==> config.mk <==
export PLATFORM = sky130hd
export DESIGN_NAME = switch_irq_qos_pvid_regs
export DESIGN_NICKNAME = d
export VERILOG_FILES = /design/src/rtl/swregs_pkg.sv /design/src/rtl/switch_irq_qos_pvid_regs.sv /design/src/rtl/pause_off_timer.sv
export SDC_FILE = /design/constraint.sdc
export NUM_CORES = 1
export LEC_CHECK = 0
export BUFFER_PORTS_ARGS = -buffer_cell sky130_fd_sc_hd__buf_4
export CORE_MARGIN = 5
export CORE_UTILIZATION = 50
export CTS_BUF_LIST = sky130_fd_sc_hd__clkbuf_8
export CTS_CLUSTER_SIZE = 14
export DETAILED_ROUTE_END_ITERATION = 10
export GPL_ROUTABILITY_DRIVEN = 0
export MAX_ROUTING_LAYER = met4
export PLACE_DENSITY_LB_ADDON = 0.12
export SETUP_SLACK_MARGIN = 0.4
export SKIP_CTS_REPAIR_TIMING = 1
export SLEW_MARGIN = 10
export SYNTH_ARGS = -nofsm -noshare
export SYNTH_HDL_FRONTEND = slang
export SYNTH_SLANG_ARGS = --single-unit
==> constraint.sdc <==
create_clock -name clock -period 6.66 [get_ports clock]
set_input_delay 1.332 -clock clock [delete_from_list [all_inputs] [get_ports clock]]
set_output_delay 1.332 -clock clock [all_outputs]
set_load 0.03 [all_outputs]
==> src/rtl/swregs_pkg.sv <==
package swregs_pkg;
	localparam int          ADDR_W           = 8;
	localparam int          DATA_W           = 8;
	localparam int          FLAG_W           = 8;
	// register offsets
	localparam logic [7:0]  OFF_SCHED        = 8'hBA;
	localparam logic [7:0]  OFF_IRQ_MASK     = 8'hBB;
	localparam logic [7:0]  OFF_FLAGS        = 8'hBC;
	localparam logic [7:0]  OFF_PAUSE_LIM    = 8'hBD;
	localparam logic [7:0]  OFF_RSVD_C0      = 8'hC0;
	localparam logic [7:0]  OFF_REGULATOR    = 8'hC1;
	localparam logic [7:0]  OFF_VID_INSERT   = 8'hC2;
	// field positions
	localparam int          SCHED_SEL_BIT    = 7;
	localparam int          FLAG_P12_BIT     = 7;
	localparam int          FLAG_P3_BIT      = 2;
	localparam int          FLAG_P2_BIT      = 1;
	localparam int          FLAG_P1_BIT      = 0;
	localparam int          LDO_DIS_BIT      = 6;
	localparam int          INS_P1_TO_P2_BIT = 5;
	localparam int          INS_P1_TO_P3_BIT = 4;
	localparam int          INS_P2_TO_P1_BIT = 3;
	localparam int          INS_P2_TO_P3_BIT = 2;
	// reset values
	localparam logic [7:0]  RST_SCHED        = 8'h81;
	localparam logic [7:0]  RST_IRQ_MASK     = 8'h00;
	localparam logic [7:0]  RST_FLAGS        = 8'h00;
	localparam logic [7:0]  RST_PAUSE_LIM    = 8'h00;
	localparam logic [7:0]  RST_RSVD_C0      = 8'h03;
	localparam logic [7:0]  RST_REGULATOR    = 8'h00;
	localparam logic [7:0]  RST_VID_INSERT   = 8'h00;
	// writable masks; other bits keep their reset value
	localparam logic [7:0]  WMASK_SCHED      = 8'h80;
	localparam logic [7:0]  WMASK_REGULATOR  = 8'h40;
	localparam logic [7:0]  WMASK_VID_INSERT = 8'h3C;
	localparam logic [7:0]  WMASK_FLAGS      = 8'h87;
	// weighted ratios of the queue scheduler
	localparam logic [3:0]  W4_Q0            = 4'h8;
	localparam logic [3:0]  W4_Q1            = 4'h4;
	localparam logic [3:0]  W4_Q2            = 4'h2;
	localparam logic [3:0]  W4_Q3            = 4'h1;
	localparam logic [3:0]  W2_HI            = 4'h2;
	localparam logic [3:0]  W2_LO            = 4'h1;
	// pause-off wait, 160 ms at 250 MHz
	localparam longint      PAUSE_WAIT_MS    = 160;
	localparam longint      CLK_MHZ          = 250;
	localparam longint      PAUSE_WAIT_CYC   = PAUSE_WAIT_MS * 1000 * CLK_MHZ;
endpackage : swregs_pkg

==> src/rtl/switch_irq_qos_pvid_regs.sv <==
// How it works
// - port 3 queue 0: strict or weighted select
// - 8-bit mask enables matching link flags
// - writing one clears a flag, zero keeps
// - bit 7 sets on port 1/2 copper change
// - bit 2 sets on port 3 link change
// - bit 1 sets on port 2 link change
// - bit 0 sets on any port 1 change
// - enabled limit waits 160 ms, then invalidates
// - bits 5,4 insert port 1 VID
// - bits 3,2 insert port 2 VID
module switch_irq_qos_pvid_regs
	import swregs_pkg::*;
#(
	parameter int unsigned PAUSE_CYC = 32'(swregs_pkg::PAUSE_WAIT_CYC)
) (
	input  wire logic                          clock,
	input  wire logic                          arst_n,
	input  wire logic [swregs_pkg::ADDR_W-1:0] reg_addr,
	input  wire logic [swregs_pkg::DATA_W-1:0] reg_wdata,
	input  wire logic                          reg_wr,
	input  wire logic                          reg_rd,
	output logic      [swregs_pkg::DATA_W-1:0] reg_rdata,
	output logic                               reg_rvalid,
	input  wire logic                          p1_copper_link,
	input  wire logic                          p2_copper_link,
	input  wire logic                          p1_mii_link,
	input  wire logic                          p3_mii_link,
	input  wire logic                          pause_active,
	output logic                               pause_invalidate_req,
	input  wire logic [3:0]                    egress_queue_ready,
	input  wire logic                          four_queue_mode,
	input  wire logic                          egress_queue_pop,
	output logic      [1:0]                    egress_queue_grant,
	output logic                               egress_queue_grant_valid,
	output logic                               regulator_disable,
	output logic                               ins_p1_vid_at_p2,
	output logic                               ins_p1_vid_at_p3,
	output logic                               ins_p2_vid_at_p1,
	output logic                               ins_p2_vid_at_p3,
	output logic                               irq_out_n
);
	import swregs_pkg::*;

	logic       rst_sync1_reg;
	logic       rst_n_reg;

	// reset released through two flops so every flop leaves reset together
	always_ff @(posedge clock or negedge arst_n) begin
		if (!arst_n) begin
			rst_sync1_reg <= 1'b0;
			rst_n_reg     <= 1'b0;
		end else begin
			rst_sync1_reg <= 1'b1;
			rst_n_reg     <= rst_sync1_reg;
		end
	end

	logic [7:0] sched_reg,  sched_next;
	logic [7:0] mask_reg,   mask_next;
	logic [7:0] flags_reg,  flags_next;
	logic [7:0] plim_reg,   plim_next;
	logic [7:0] ldo_reg,    ldo_next;
	logic [7:0] vid_reg,    vid_next;
	logic [7:0] rdata_reg,  rdata_next;
	logic       rvalid_reg, rvalid_next;
	logic [3:0] link_prev_reg, link_prev_next;
	logic [3:0] link_now;
	logic [3:0] link_transition;
	logic [7:0] flag_set;
	logic [7:0] flag_clr;

	// link edges: any change of a sampled link level is a transition
	assign link_now        = {p3_mii_link, p1_mii_link, p2_copper_link, p1_copper_link};
	assign link_transition = link_now ^ link_prev_reg;
	assign link_prev_next  = link_now;

	always_comb begin
		flag_set = 8'h00;
		flag_set[FLAG_P12_BIT] = link_transition[0] | link_transition[1];
		flag_set[FLAG_P3_BIT]  = link_transition[3];
		flag_set[FLAG_P2_BIT]  = link_transition[1];
		flag_set[FLAG_P1_BIT]  = link_transition[0] | link_transition[2];
	end

	// write-one-to-clear; a transition in the clear cycle keeps the flag
	assign flag_clr = (reg_wr && reg_addr == OFF_FLAGS) ? (reg_wdata & WMASK_FLAGS) : 8'h00;

	// register writes; read-only bits keep their reset value
	always_comb begin
		sched_next = sched_reg;
		mask_next  = mask_reg;
		plim_next  = plim_reg;
		ldo_next   = ldo_reg;
		vid_next   = vid_reg;
		flags_next = (flags_reg & ~flag_clr) | flag_set;
		if (reg_wr) begin
			case (reg_addr)
				OFF_SCHED: sched_next = (sched_reg & ~WMASK_SCHED) | (reg_wdata & WMASK_SCHED);
				OFF_IRQ_MASK: mask_next = reg_wdata;
				OFF_PAUSE_LIM: plim_next = reg_wdata;
				OFF_REGULATOR: ldo_next = (ldo_reg & ~WMASK_REGULATOR)
					| (reg_wdata & WMASK_REGULATOR);
				OFF_VID_INSERT: vid_next = (vid_reg & ~WMASK_VID_INSERT)
					| (reg_wdata & WMASK_VID_INSERT);
				default: ;
			endcase
		end
	end

	// read data one cycle after the strobe; unmapped offsets read zero
	always_comb begin
		rvalid_next = reg_rd;
		rdata_next  = rdata_reg;
		if (reg_rd) begin
			case (reg_addr)
				OFF_SCHED:      rdata_next = sched_reg;
				OFF_IRQ_MASK:   rdata_next = mask_reg;
				OFF_FLAGS:      rdata_next = flags_reg;
				OFF_PAUSE_LIM:  rdata_next = plim_reg;
				OFF_RSVD_C0:    rdata_next = RST_RSVD_C0;
				OFF_REGULATOR:  rdata_next = ldo_reg;
				OFF_VID_INSERT: rdata_next = vid_reg;
				default:        rdata_next = 8'h00;
			endcase
		end
	end

	always_ff @(posedge clock or negedge rst_n_reg) begin
		if (!rst_n_reg) begin
			sched_reg     <= RST_SCHED;
			mask_reg      <= RST_IRQ_MASK;
			flags_reg     <= RST_FLAGS;
			plim_reg      <= RST_PAUSE_LIM;
			ldo_reg       <= RST_REGULATOR;
			vid_reg       <= RST_VID_INSERT;
			rdata_reg     <= 8'h00;
			rvalid_reg    <= 1'b0;
			link_prev_reg <= 4'h0;
		end else begin
			sched_reg     <= sched_next;
			mask_reg      <= mask_next;
			flags_reg     <= flags_next;
			plim_reg      <= plim_next;
			ldo_reg       <= ldo_next;
			vid_reg       <= vid_next;
			rdata_reg     <= rdata_next;
			rvalid_reg    <= rvalid_next;
			link_prev_reg <= link_prev_next;
		end
	end

	// first sample after reset may flag a change if a link is already up;
	// software clears it once after setting the mask
	assign reg_rdata  = rdata_reg;
	assign reg_rvalid = rvalid_reg;

	// interrupt pin: low while any enabled flag stands
	logic irq_n_reg;
	logic irq_n_next;
	assign irq_n_next = ~|(mask_reg & flags_reg);
	always_ff @(posedge clock or negedge rst_n_reg) begin
		if (!rst_n_reg) begin
			irq_n_reg <= 1'b1;
		end else begin
			irq_n_reg <= irq_n_next;
		end
	end
	assign irq_out_n = irq_n_reg;

	// egress untagged-frame VID insertion selects
	assign ins_p1_vid_at_p2  = vid_reg[INS_P1_TO_P2_BIT];
	assign ins_p1_vid_at_p3  = vid_reg[INS_P1_TO_P3_BIT];
	assign ins_p2_vid_at_p1  = vid_reg[INS_P2_TO_P1_BIT];
	assign ins_p2_vid_at_p3  = vid_reg[INS_P2_TO_P3_BIT];
	assign regulator_disable = ldo_reg[LDO_DIS_BIT];

	// pause-off limit: any nonzero value enables it
	pause_off_timer #(
		.WAIT_CYC (PAUSE_CYC)
	) u_pause_off_timer (
		.clock          (clock),
		.rst_n          (rst_n_reg),
		.enable         (|plim_reg),
		.pause_active   (pause_active),
		.invalidate_req (pause_invalidate_req)
	);

	// queue arbiter: strict picks highest ready queue; weighted spends credits
	logic [3:0] credit_reg [4];
	logic [3:0] credit_next [4];
	logic [3:0] weight [4];
	logic [3:0] ready_m;
	logic [1:0] grant;
	logic       any_ready;
	logic       has_credit;

	assign ready_m   = four_queue_mode ? egress_queue_ready : {2'h0, egress_queue_ready[1:0]};
	assign any_ready = |ready_m;

	always_comb begin
		weight[3] = four_queue_mode ? W4_Q0 : 4'h0;
		weight[2] = four_queue_mode ? W4_Q1 : 4'h0;
		weight[1] = four_queue_mode ? W4_Q2 : W2_HI;
		weight[0] = four_queue_mode ? W4_Q3 : W2_LO;
	end

	// highest priority is queue 3; weighted mode skips queues with no credit
	always_comb begin
		grant      = 2'h0;
		has_credit = 1'b0;
		for (int i = 0; i < 4; i++) begin
			if (ready_m[i] && credit_reg[i] != 4'h0) begin
				grant      = 2'(i);
				has_credit = 1'b1;
			end
		end
		if (!sched_reg[SCHED_SEL_BIT] || !has_credit) begin
			for (int i = 0; i < 4; i++) begin
				if (ready_m[i]) begin
					grant = 2'(i);
				end
			end
		end
	end

	// credits reload to the ratio once every ready queue has spent its share
	always_comb begin
		for (int i = 0; i < 4; i++) begin
			credit_next[i] = credit_reg[i];
		end
		if (sched_reg[SCHED_SEL_BIT] && any_ready && !has_credit) begin
			for (int i = 0; i < 4; i++) begin
				credit_next[i] = weight[i];
			end
		end else if (egress_queue_pop && any_ready && credit_reg[grant] != 4'h0) begin
			credit_next[grant] = credit_reg[grant] - 4'h1;
		end
	end

	always_ff @(posedge clock or negedge rst_n_reg) begin
		if (!rst_n_reg) begin
			for (int i = 0; i < 4; i++) begin
				credit_reg[i] <= 4'h0;
			end
		end else begin
			for (int i = 0; i < 4; i++) begin
				credit_reg[i] <= credit_next[i];
			end
		end
	end

	assign egress_queue_grant       = grant;
	assign egress_queue_grant_valid = any_ready;
endmodule : switch_irq_qos_pvid_regs

==> src/rtl/pause_off_timer.sv <==
// counts a pause episode and asks once to drop flow control after the wait
module pause_off_timer #(
	parameter int unsigned WAIT_CYC = 40000000
) (
	input  wire logic clock,
	input  wire logic rst_n,
	input  wire logic enable,
	input  wire logic pause_active,
	output logic      invalidate_req
);
	logic [31:0] count_reg;
	logic [31:0] count_next;
	logic        fired_reg;
	logic        fired_next;
	logic        req_reg;
	logic        req_next;

	// counter restarts with every new pause episode; fires once per episode
	always_comb begin
		count_next = count_reg;
		fired_next = fired_reg;
		req_next   = 1'b0;
		if (!enable || !pause_active) begin
			count_next = 32'h0;
			fired_next = 1'b0;
		end else if (!fired_reg) begin
			if (count_reg >= WAIT_CYC - 1) begin
				req_next   = 1'b1;
				fired_next = 1'b1;
			end else begin
				count_next = count_reg + 32'h1;
			end
		end
	end

	always_ff @(posedge clock or negedge rst_n) begin
		if (!rst_n) begin
			count_reg <= 32'h0;
			fired_reg <= 1'b0;
			req_reg   <= 1'b0;
		end else begin
			count_reg <= count_next;
			fired_reg <= fired_next;
			req_reg   <= req_next;
		end
	end

	assign invalidate_req = req_reg;
endmodule : pause_off_timer

==> qor.yml, run 1 <==
cts:
  clk_latency_ns: 0.35
  cts_root_buffer: "clkbuf_8"
  clkTransAtPathRegs_ns: 0.10
  cts_sinks: 92
  clk_path_buf_depth: 2
  cts_tree: "yes"
  cts_buffers: 9
  h-tree-depth: 3
final_layout:
  final_common_cell: "dfrtp_1"
  final_layout_size_suffix_gt1_share_pct: 22.0
  nFillCells: 820
  largest_register_ffs: 32
  layout.nets: 519
  antenna_cells: 0
  final_cell_mix: "89 x dfrtp_1, 51 x nor2_1, 50 x buf_4"
  area_growth_syn_to_layout_pct: 14.5
sta:
  timing.final.crit_period_ns: 4.07
  slew_viol_final: 0
  fin_crit_sh_pct: 61.2
  skew_ns: 0.0108
  finalSetupTns_ns: 0
  max_slew_margin_pct: 28.8
  worst_pin_slew_ns: 1.07
  hold_ws_ns: 0.195
  grt_setup_unrepaired: "false"
  fmax_ghz: 0.245
  final-setup-viol-count: 0
  hold_viol: 0
drt:
  drt-total-wl_mm: 9.86
  vias_per_cell: 5.78
  drc: 0
  drtIter0Drc: 116
  vias: 3475
  first_pass_iters: 5
  ant_nets: 0
  routedWlPerCell_um: 16.4
synthesis:
  syn-instance-count: 441
  synth_nets: 475
  ys_ff_latch: 92
  ys_warn_count: 0
  synthFlopType: "dfrtp_1"
  synth.top_cells.by_area: "dfrtp_1 49%, mux2_2 5.6%, xor2_1 4.2%"
  synth_cell_types: 58
  synth_edf_count: 0
  synth_top_area_share_pct: 49.1
  synth-seq-area-share_pct: 50.2
  async_reset_ff_share_pct: 100
  syn-mean-instance-area_um2: 10.4
  synth_top_area_cell: "dfrtp_1"
  synthesis.area_mm2: 0.00459
critical_path:
  worstSetupPathType: "in2reg"
  start_kind: "input pin"
  setup.worst_path.end_class: "flop"
  worstPathArrival_ns: 4.30
  cp.required_ns: 6.89
  cp_max_fo: 10
pwr:
  p_leak_nw: 2.39
  vdd_drop_max_v: 0.0000949
  finalPower_w: 0.00139
  p_per_area_mw_per_mm2: 265
global_routing:
  grt_util_all_layers_pct: 19.0
  grt_pass1_vias: 3417
  grt_pass1_wl_mm: 16.9
  overflow: 0
  antenna_found_initial: 0
  grt_max_degree: 73
floorplan:
  rows: 35
  core-area_mm2: 0.00911
  die_w_um: 106
  dieArea_mm2: 0.0112
  start_util_pct: 50.4
  die_h_um: 106
  ios: 50
placement:
  place_hpwl_mm: 7.10
  io_buffer_count: 49
worst_hold_path:
  hold_path.class: "reg2async"
flow_run:
  max-cap-violations: 0
status:
  outcome: "finished clean"
## through the flow
step | setup slack [ns] | area (um^2) | std cells | utilization (%)
6_report | 2.59 | 5250 | 601 | 57.7
2_1_floorplan | 2.66 | 4590 | 441 | -
3_3_place_gp | 2.42 | 5040 | 585 | 55.3
3_5_place_dp | 2.27 | 5040 | 585 | 55.3
5_1_grt | 2.44 | 5250 | 601 | 57.7
4_1_cts | 2.66 | 5250 | 601 | 57.7
## area by class of cell
cell class	instances	area, um^2	area share [%]
tap	111	139	2.64
clock buffer	11	151	2.88
clock inverter	5	65.1	1.24
multi-input combinational	318	2160	41.2
inverter	14	52.6	1.00
timing repair buffer	50	375	7.14
sequential	92	2310	43.9
## cell usage after synthesis (3+ instances only)
| cell | count |
|---|---|
| a211o_1 | 4 |
| a211oi_1 | 5 |
| a21oi_1 | 20 |
| a22oi_1 | 7 |
| a31oi_1 | 3 |
| and2_1 | 5 |
| and3_1 | 17 |
| and4_1 | 3 |
| clkbuf_1 | 12 |
| dfrtp_1 | 90 |
| ha_1 | 3 |
| inv_1 | 13 |
| mux2_2 | 23 |
| mux2i_1 | 17 |
| nand2_1 | 32 |
| nand2b_1 | 3 |
| nand3_1 | 12 |
| nand4_1 | 13 |
| nor2_1 | 51 |
| nor2b_1 | 4 |
| nor3b_1 | 3 |
| nor4_1 | 6 |
| o21ai_0 | 8 |
| o22ai_1 | 8 |
| o31ai_1 | 3 |
| or2_2 | 5 |
| or3_1 | 3 |
| or4_1 | 3 |
| xnor2_1 | 6 |
| xor2_1 | 22 |
## worst max-delay path, stage by stage
cell and delay, ns:
buf_4 0.13, nand2_1 0.14, o22ai_2 0.15, a211oi_2 0.34, a211oi_4 0.13, inv_2 0.20
mux2_2 0.40, a21oi_1 0.50, ha_1 0.26, nand4_1 0.12, and3_1 0.29, o31ai_1 0.24
a21oi_1 0.06
## metal layers
metal | vias to the layer above | GRT usage [%] | wire (um)
li1 | 1666 | - | -
met1 | 1724 | 25.9 | 4690
met2 | 76 | 29.1 | 4640
met3 | 9 | 4.65 | 441
met4 | 0 | 3.98 | 93
met5 | - | - | 0
## worst paths after layout
path                            slack, ns             from                              end  cells after the start
worst max-delay path                 2.59  four_queue_mode                    credit_reg[3]                     13
worst min-delay path                 0.20        rst_n_reg  u_pause_off_timer.count_reg[24]                      0
worst max register to register       2.88    credit_reg[0]                    credit_reg[3]                     12
worst min register to register       0.20        rst_n_reg  u_pause_off_timer.count_reg[24]                      0
max in group asynchronous            5.32        rst_n_reg   u_pause_off_timer.count_reg[5]                      1
min in group clock                   0.36    rst_sync1_reg                        rst_n_reg                      0
## power breakdown
part	switching, W	internal [W]	total, W
clock	0.000201	0.000199	0.000400
combinational	0.000183	0.000127	0.000310
sequential	0.0000632	0.000618	0.000681
## cells by family (layout without fill, tap and decap cells)
kind of cell	Yosys count	count (layout)	share of synthesized area (%)
buffers and inverters	31	80	2.67
other	1	1	0.0817
DFF	92	92	50.2
AOI/OAI and AO/OA	78	78	12.3
adders and majority gates	3	3	0.818
xor gates and xnor gates	28	28	5.34
and+or+nand+nor	166	166	18.4
muxes	42	42	10.1
Power figures use the tool's default switching activity.
==> run 2: changes to the inputs <==
clock period = 3.83 ns   (was 6.66 ns; I/O delays follow)
==> qor.yml, run 2 (synthesized netlist as in run 1, its figures left out) <==
critical_path:
  cp-startpoint: "credit_reg[12]"
  crit_family: "simple AND/OR/NAND/NOR gates"
  start_kind: "flop"
  worst-path-stages: 11  # -2
  worstSetupPathType: "reg2reg"
  setup.worst_path.end_class: "flop"
  worst_path_largest_cell_delay_ns: 0.59  # +0.09 ns
  cpMostUsedCell: "a211oi_4"
  crit_chain: "or4_4 > a211oi_4 > a211oi_4 > inv_4 > mux4_2 > inv_1 > ha_1 > nand4_1 > and3_2 > o31ai_1 > a21oi_1"
  cp_slowest_cell: "or4_4"
  cp_max_fo: 10  # unchanged
  r2r-start: "credit_reg[12]"
  reg2reg_slack_ns: 0.54  # -2.34 ns
  cp.required_ns: 4.07  # -2.82 ns
  critPathBufInv: 2  # unchanged
  worstPathArrival_ns: 3.54  # -0.76 ns
  reg2regPathDepth: 11  # -1
sta:
  skew_ns: 0.0145  # +0.00367 ns
  grt_setup_unrepaired: "false"
  worst_pin_slew_ns: 0.929  # -0.139 ns
  slew_viol_final: 0  # unchanged
  fin_crit_sh_pct: 86.0
  max_slew_margin_pct: 37.9  # +9.1 points
  hold_ws_ns: 0.152  # -0.0438 ns
  final-setup-viol-count: 0  # unchanged
  finalSetupTns_ns: 0  # unchanged
  timing.final.crit_period_ns: 3.29
  hold_viol: 0  # unchanged
  fmax_ghz: 0.304
floorplan:
  ios: 50  # unchanged
  die_h_um: 106  # unchanged
  die_w_um: 106  # unchanged
  dieArea_mm2: 0.0112  # unchanged
  core-area_mm2: 0.00911  # unchanged
  start_util_pct: 50.4  # unchanged
  rows: 35  # unchanged
global_routing:
  overflow: 0  # unchanged
  grt_pass1_vias: 3496  # +2.3%
  grt_util_all_layers_pct: 19.2  # +0.23 points
  grt_pass1_wl_mm: 17.0  # +0.49%
  antenna_found_initial: 0  # unchanged
  grt_max_degree: 69  # -5.5%
drt:
  drt-total-wl_mm: 9.90  # +0.48%
  drc: 0  # unchanged
  vias: 3469  # -0.17%
  routedWlPerCell_um: 16.4  # +0.14%
  vias_per_cell: 5.75  # -0.50%
  first_pass_iters: 4  # -1
  drtIter0Drc: 143  # +23%
  ant_nets: 0  # unchanged
final_layout:
  largest_register_ffs: 32  # unchanged
  final_layout_size_suffix_gt1_share_pct: 23.8  # +1.7 points
  final_cell_area_mm2: 0.00531  # +1.0%
  nFillCells: 798  # -2.7%
  area_growth_syn_to_layout_pct: 15.7
  antenna_cells: 0  # unchanged
  final_cell_mix: "89 x dfrtp_1, 52 x buf_4, 51 x nor2_1"
  final_common_cell: "dfrtp_1"
  layout.nets: 521  # +0.39%
placement:
  placed_area_mm2: 0.00505  # +0.30%
  place_hpwl_mm: 7.15  # +0.61%
  io_buffer_count: 49  # unchanged
pwr:
  p_leak_nw: 2.40  # +0.35%
  p_per_area_mw_per_mm2: 462  # +74%
  vdd_drop_max_v: 0.000176  # +86%
  finalPower_w: 0.00245  # +76%
cts:
  cts_buffers: 9  # unchanged
  cts_root_buffer: "clkbuf_8"
  h-tree-depth: 3  # unchanged
  cts_tree: "yes"
  clk_latency_ns: 0.37  # +0.02 ns
  clk_path_buf_depth: 2  # unchanged
  clkTransAtPathRegs_ns: 0.10  # about the same
  cts_sinks: 92  # unchanged
worst_hold_path:
  hold_path.class: "in2async"
flow_run:
  max-cap-violations: 0  # unchanged
status:
  outcome: "finished clean"
==> run 2: changes by cell type in the layout (fill, tap and decap cells not counted), moves of 2 or more <==
cell and change:
nor4_4 +2, clkbuf_8 -2, and3_1 -3, and3_2 +3, buf_4 +2
==> run 2: worst reg2reg max path: stages, from the launching register on <==
cell      delay, ns
dfrtp_1        0.42
or4_4          0.59
a211oi_4       0.32
a211oi_4       0.13
inv_4          0.14
mux4_2         0.57
inv_1          0.11
ha_1           0.18
nand4_1        0.13
and3_2         0.28
o31ai_1        0.22
a21oi_1        0.06
==> run 2: worst paths after layout <==
path | endpoint
max reg2reg | credit_reg[3]
min reg2reg | rst_n_reg
max | credit_reg[3]
min | rst_n_reg
min in group clock | rst_n_reg
max in group asynchronous | reg_rvalid
==> run 2: power by group <==
group	switching (W)	internal, W
sequential	0.000137	0.00107
clock	0.000378	0.000311
combinational	0.000312	0.000239
total	0.000827	0.00162
==> run 2: area by class of cell <==
class / instances / area, um^2 / area share [%]
Clock buffer: 9 / 124 / 2.33
Clock inverter: 7 / 81.3 / 1.53
Inverter: 14 / 55.1 / 1.04
Multi-Input combinational cell: 318 / 2210 / 41.6
Sequential cell: 92 / 2310 / 43.5
Tap cell: 111 / 139 / 2.62
Timing Repair Buffer: 52 / 390 / 7.35
==> run 2: metal layers <==
| metal | part of all wire [%] | global-route usage [%] | vias to the layer above |
|---|---|---|---|
| met4 | 1.6 | 6.48 | 0 |
| met5 | 0 | - | - |
| li1 | - | - | 1674 |
| met3 | 3.5 | 3.18 | 15 |
| met1 | 48 | 26.0 | 1723 |
| met2 | 47 | 29.5 | 57 |
==> run 2: stage by stage <==
stage	std cells	worst slack, ns	utilization, %
finish	603	0.538	58.3
global route	603	0.372	58.3
CTS	603	0.290	57.7
detailed placement	587	0.203	55.5
global placement	587	0.328	55.5
floorplan	441	0.401	-
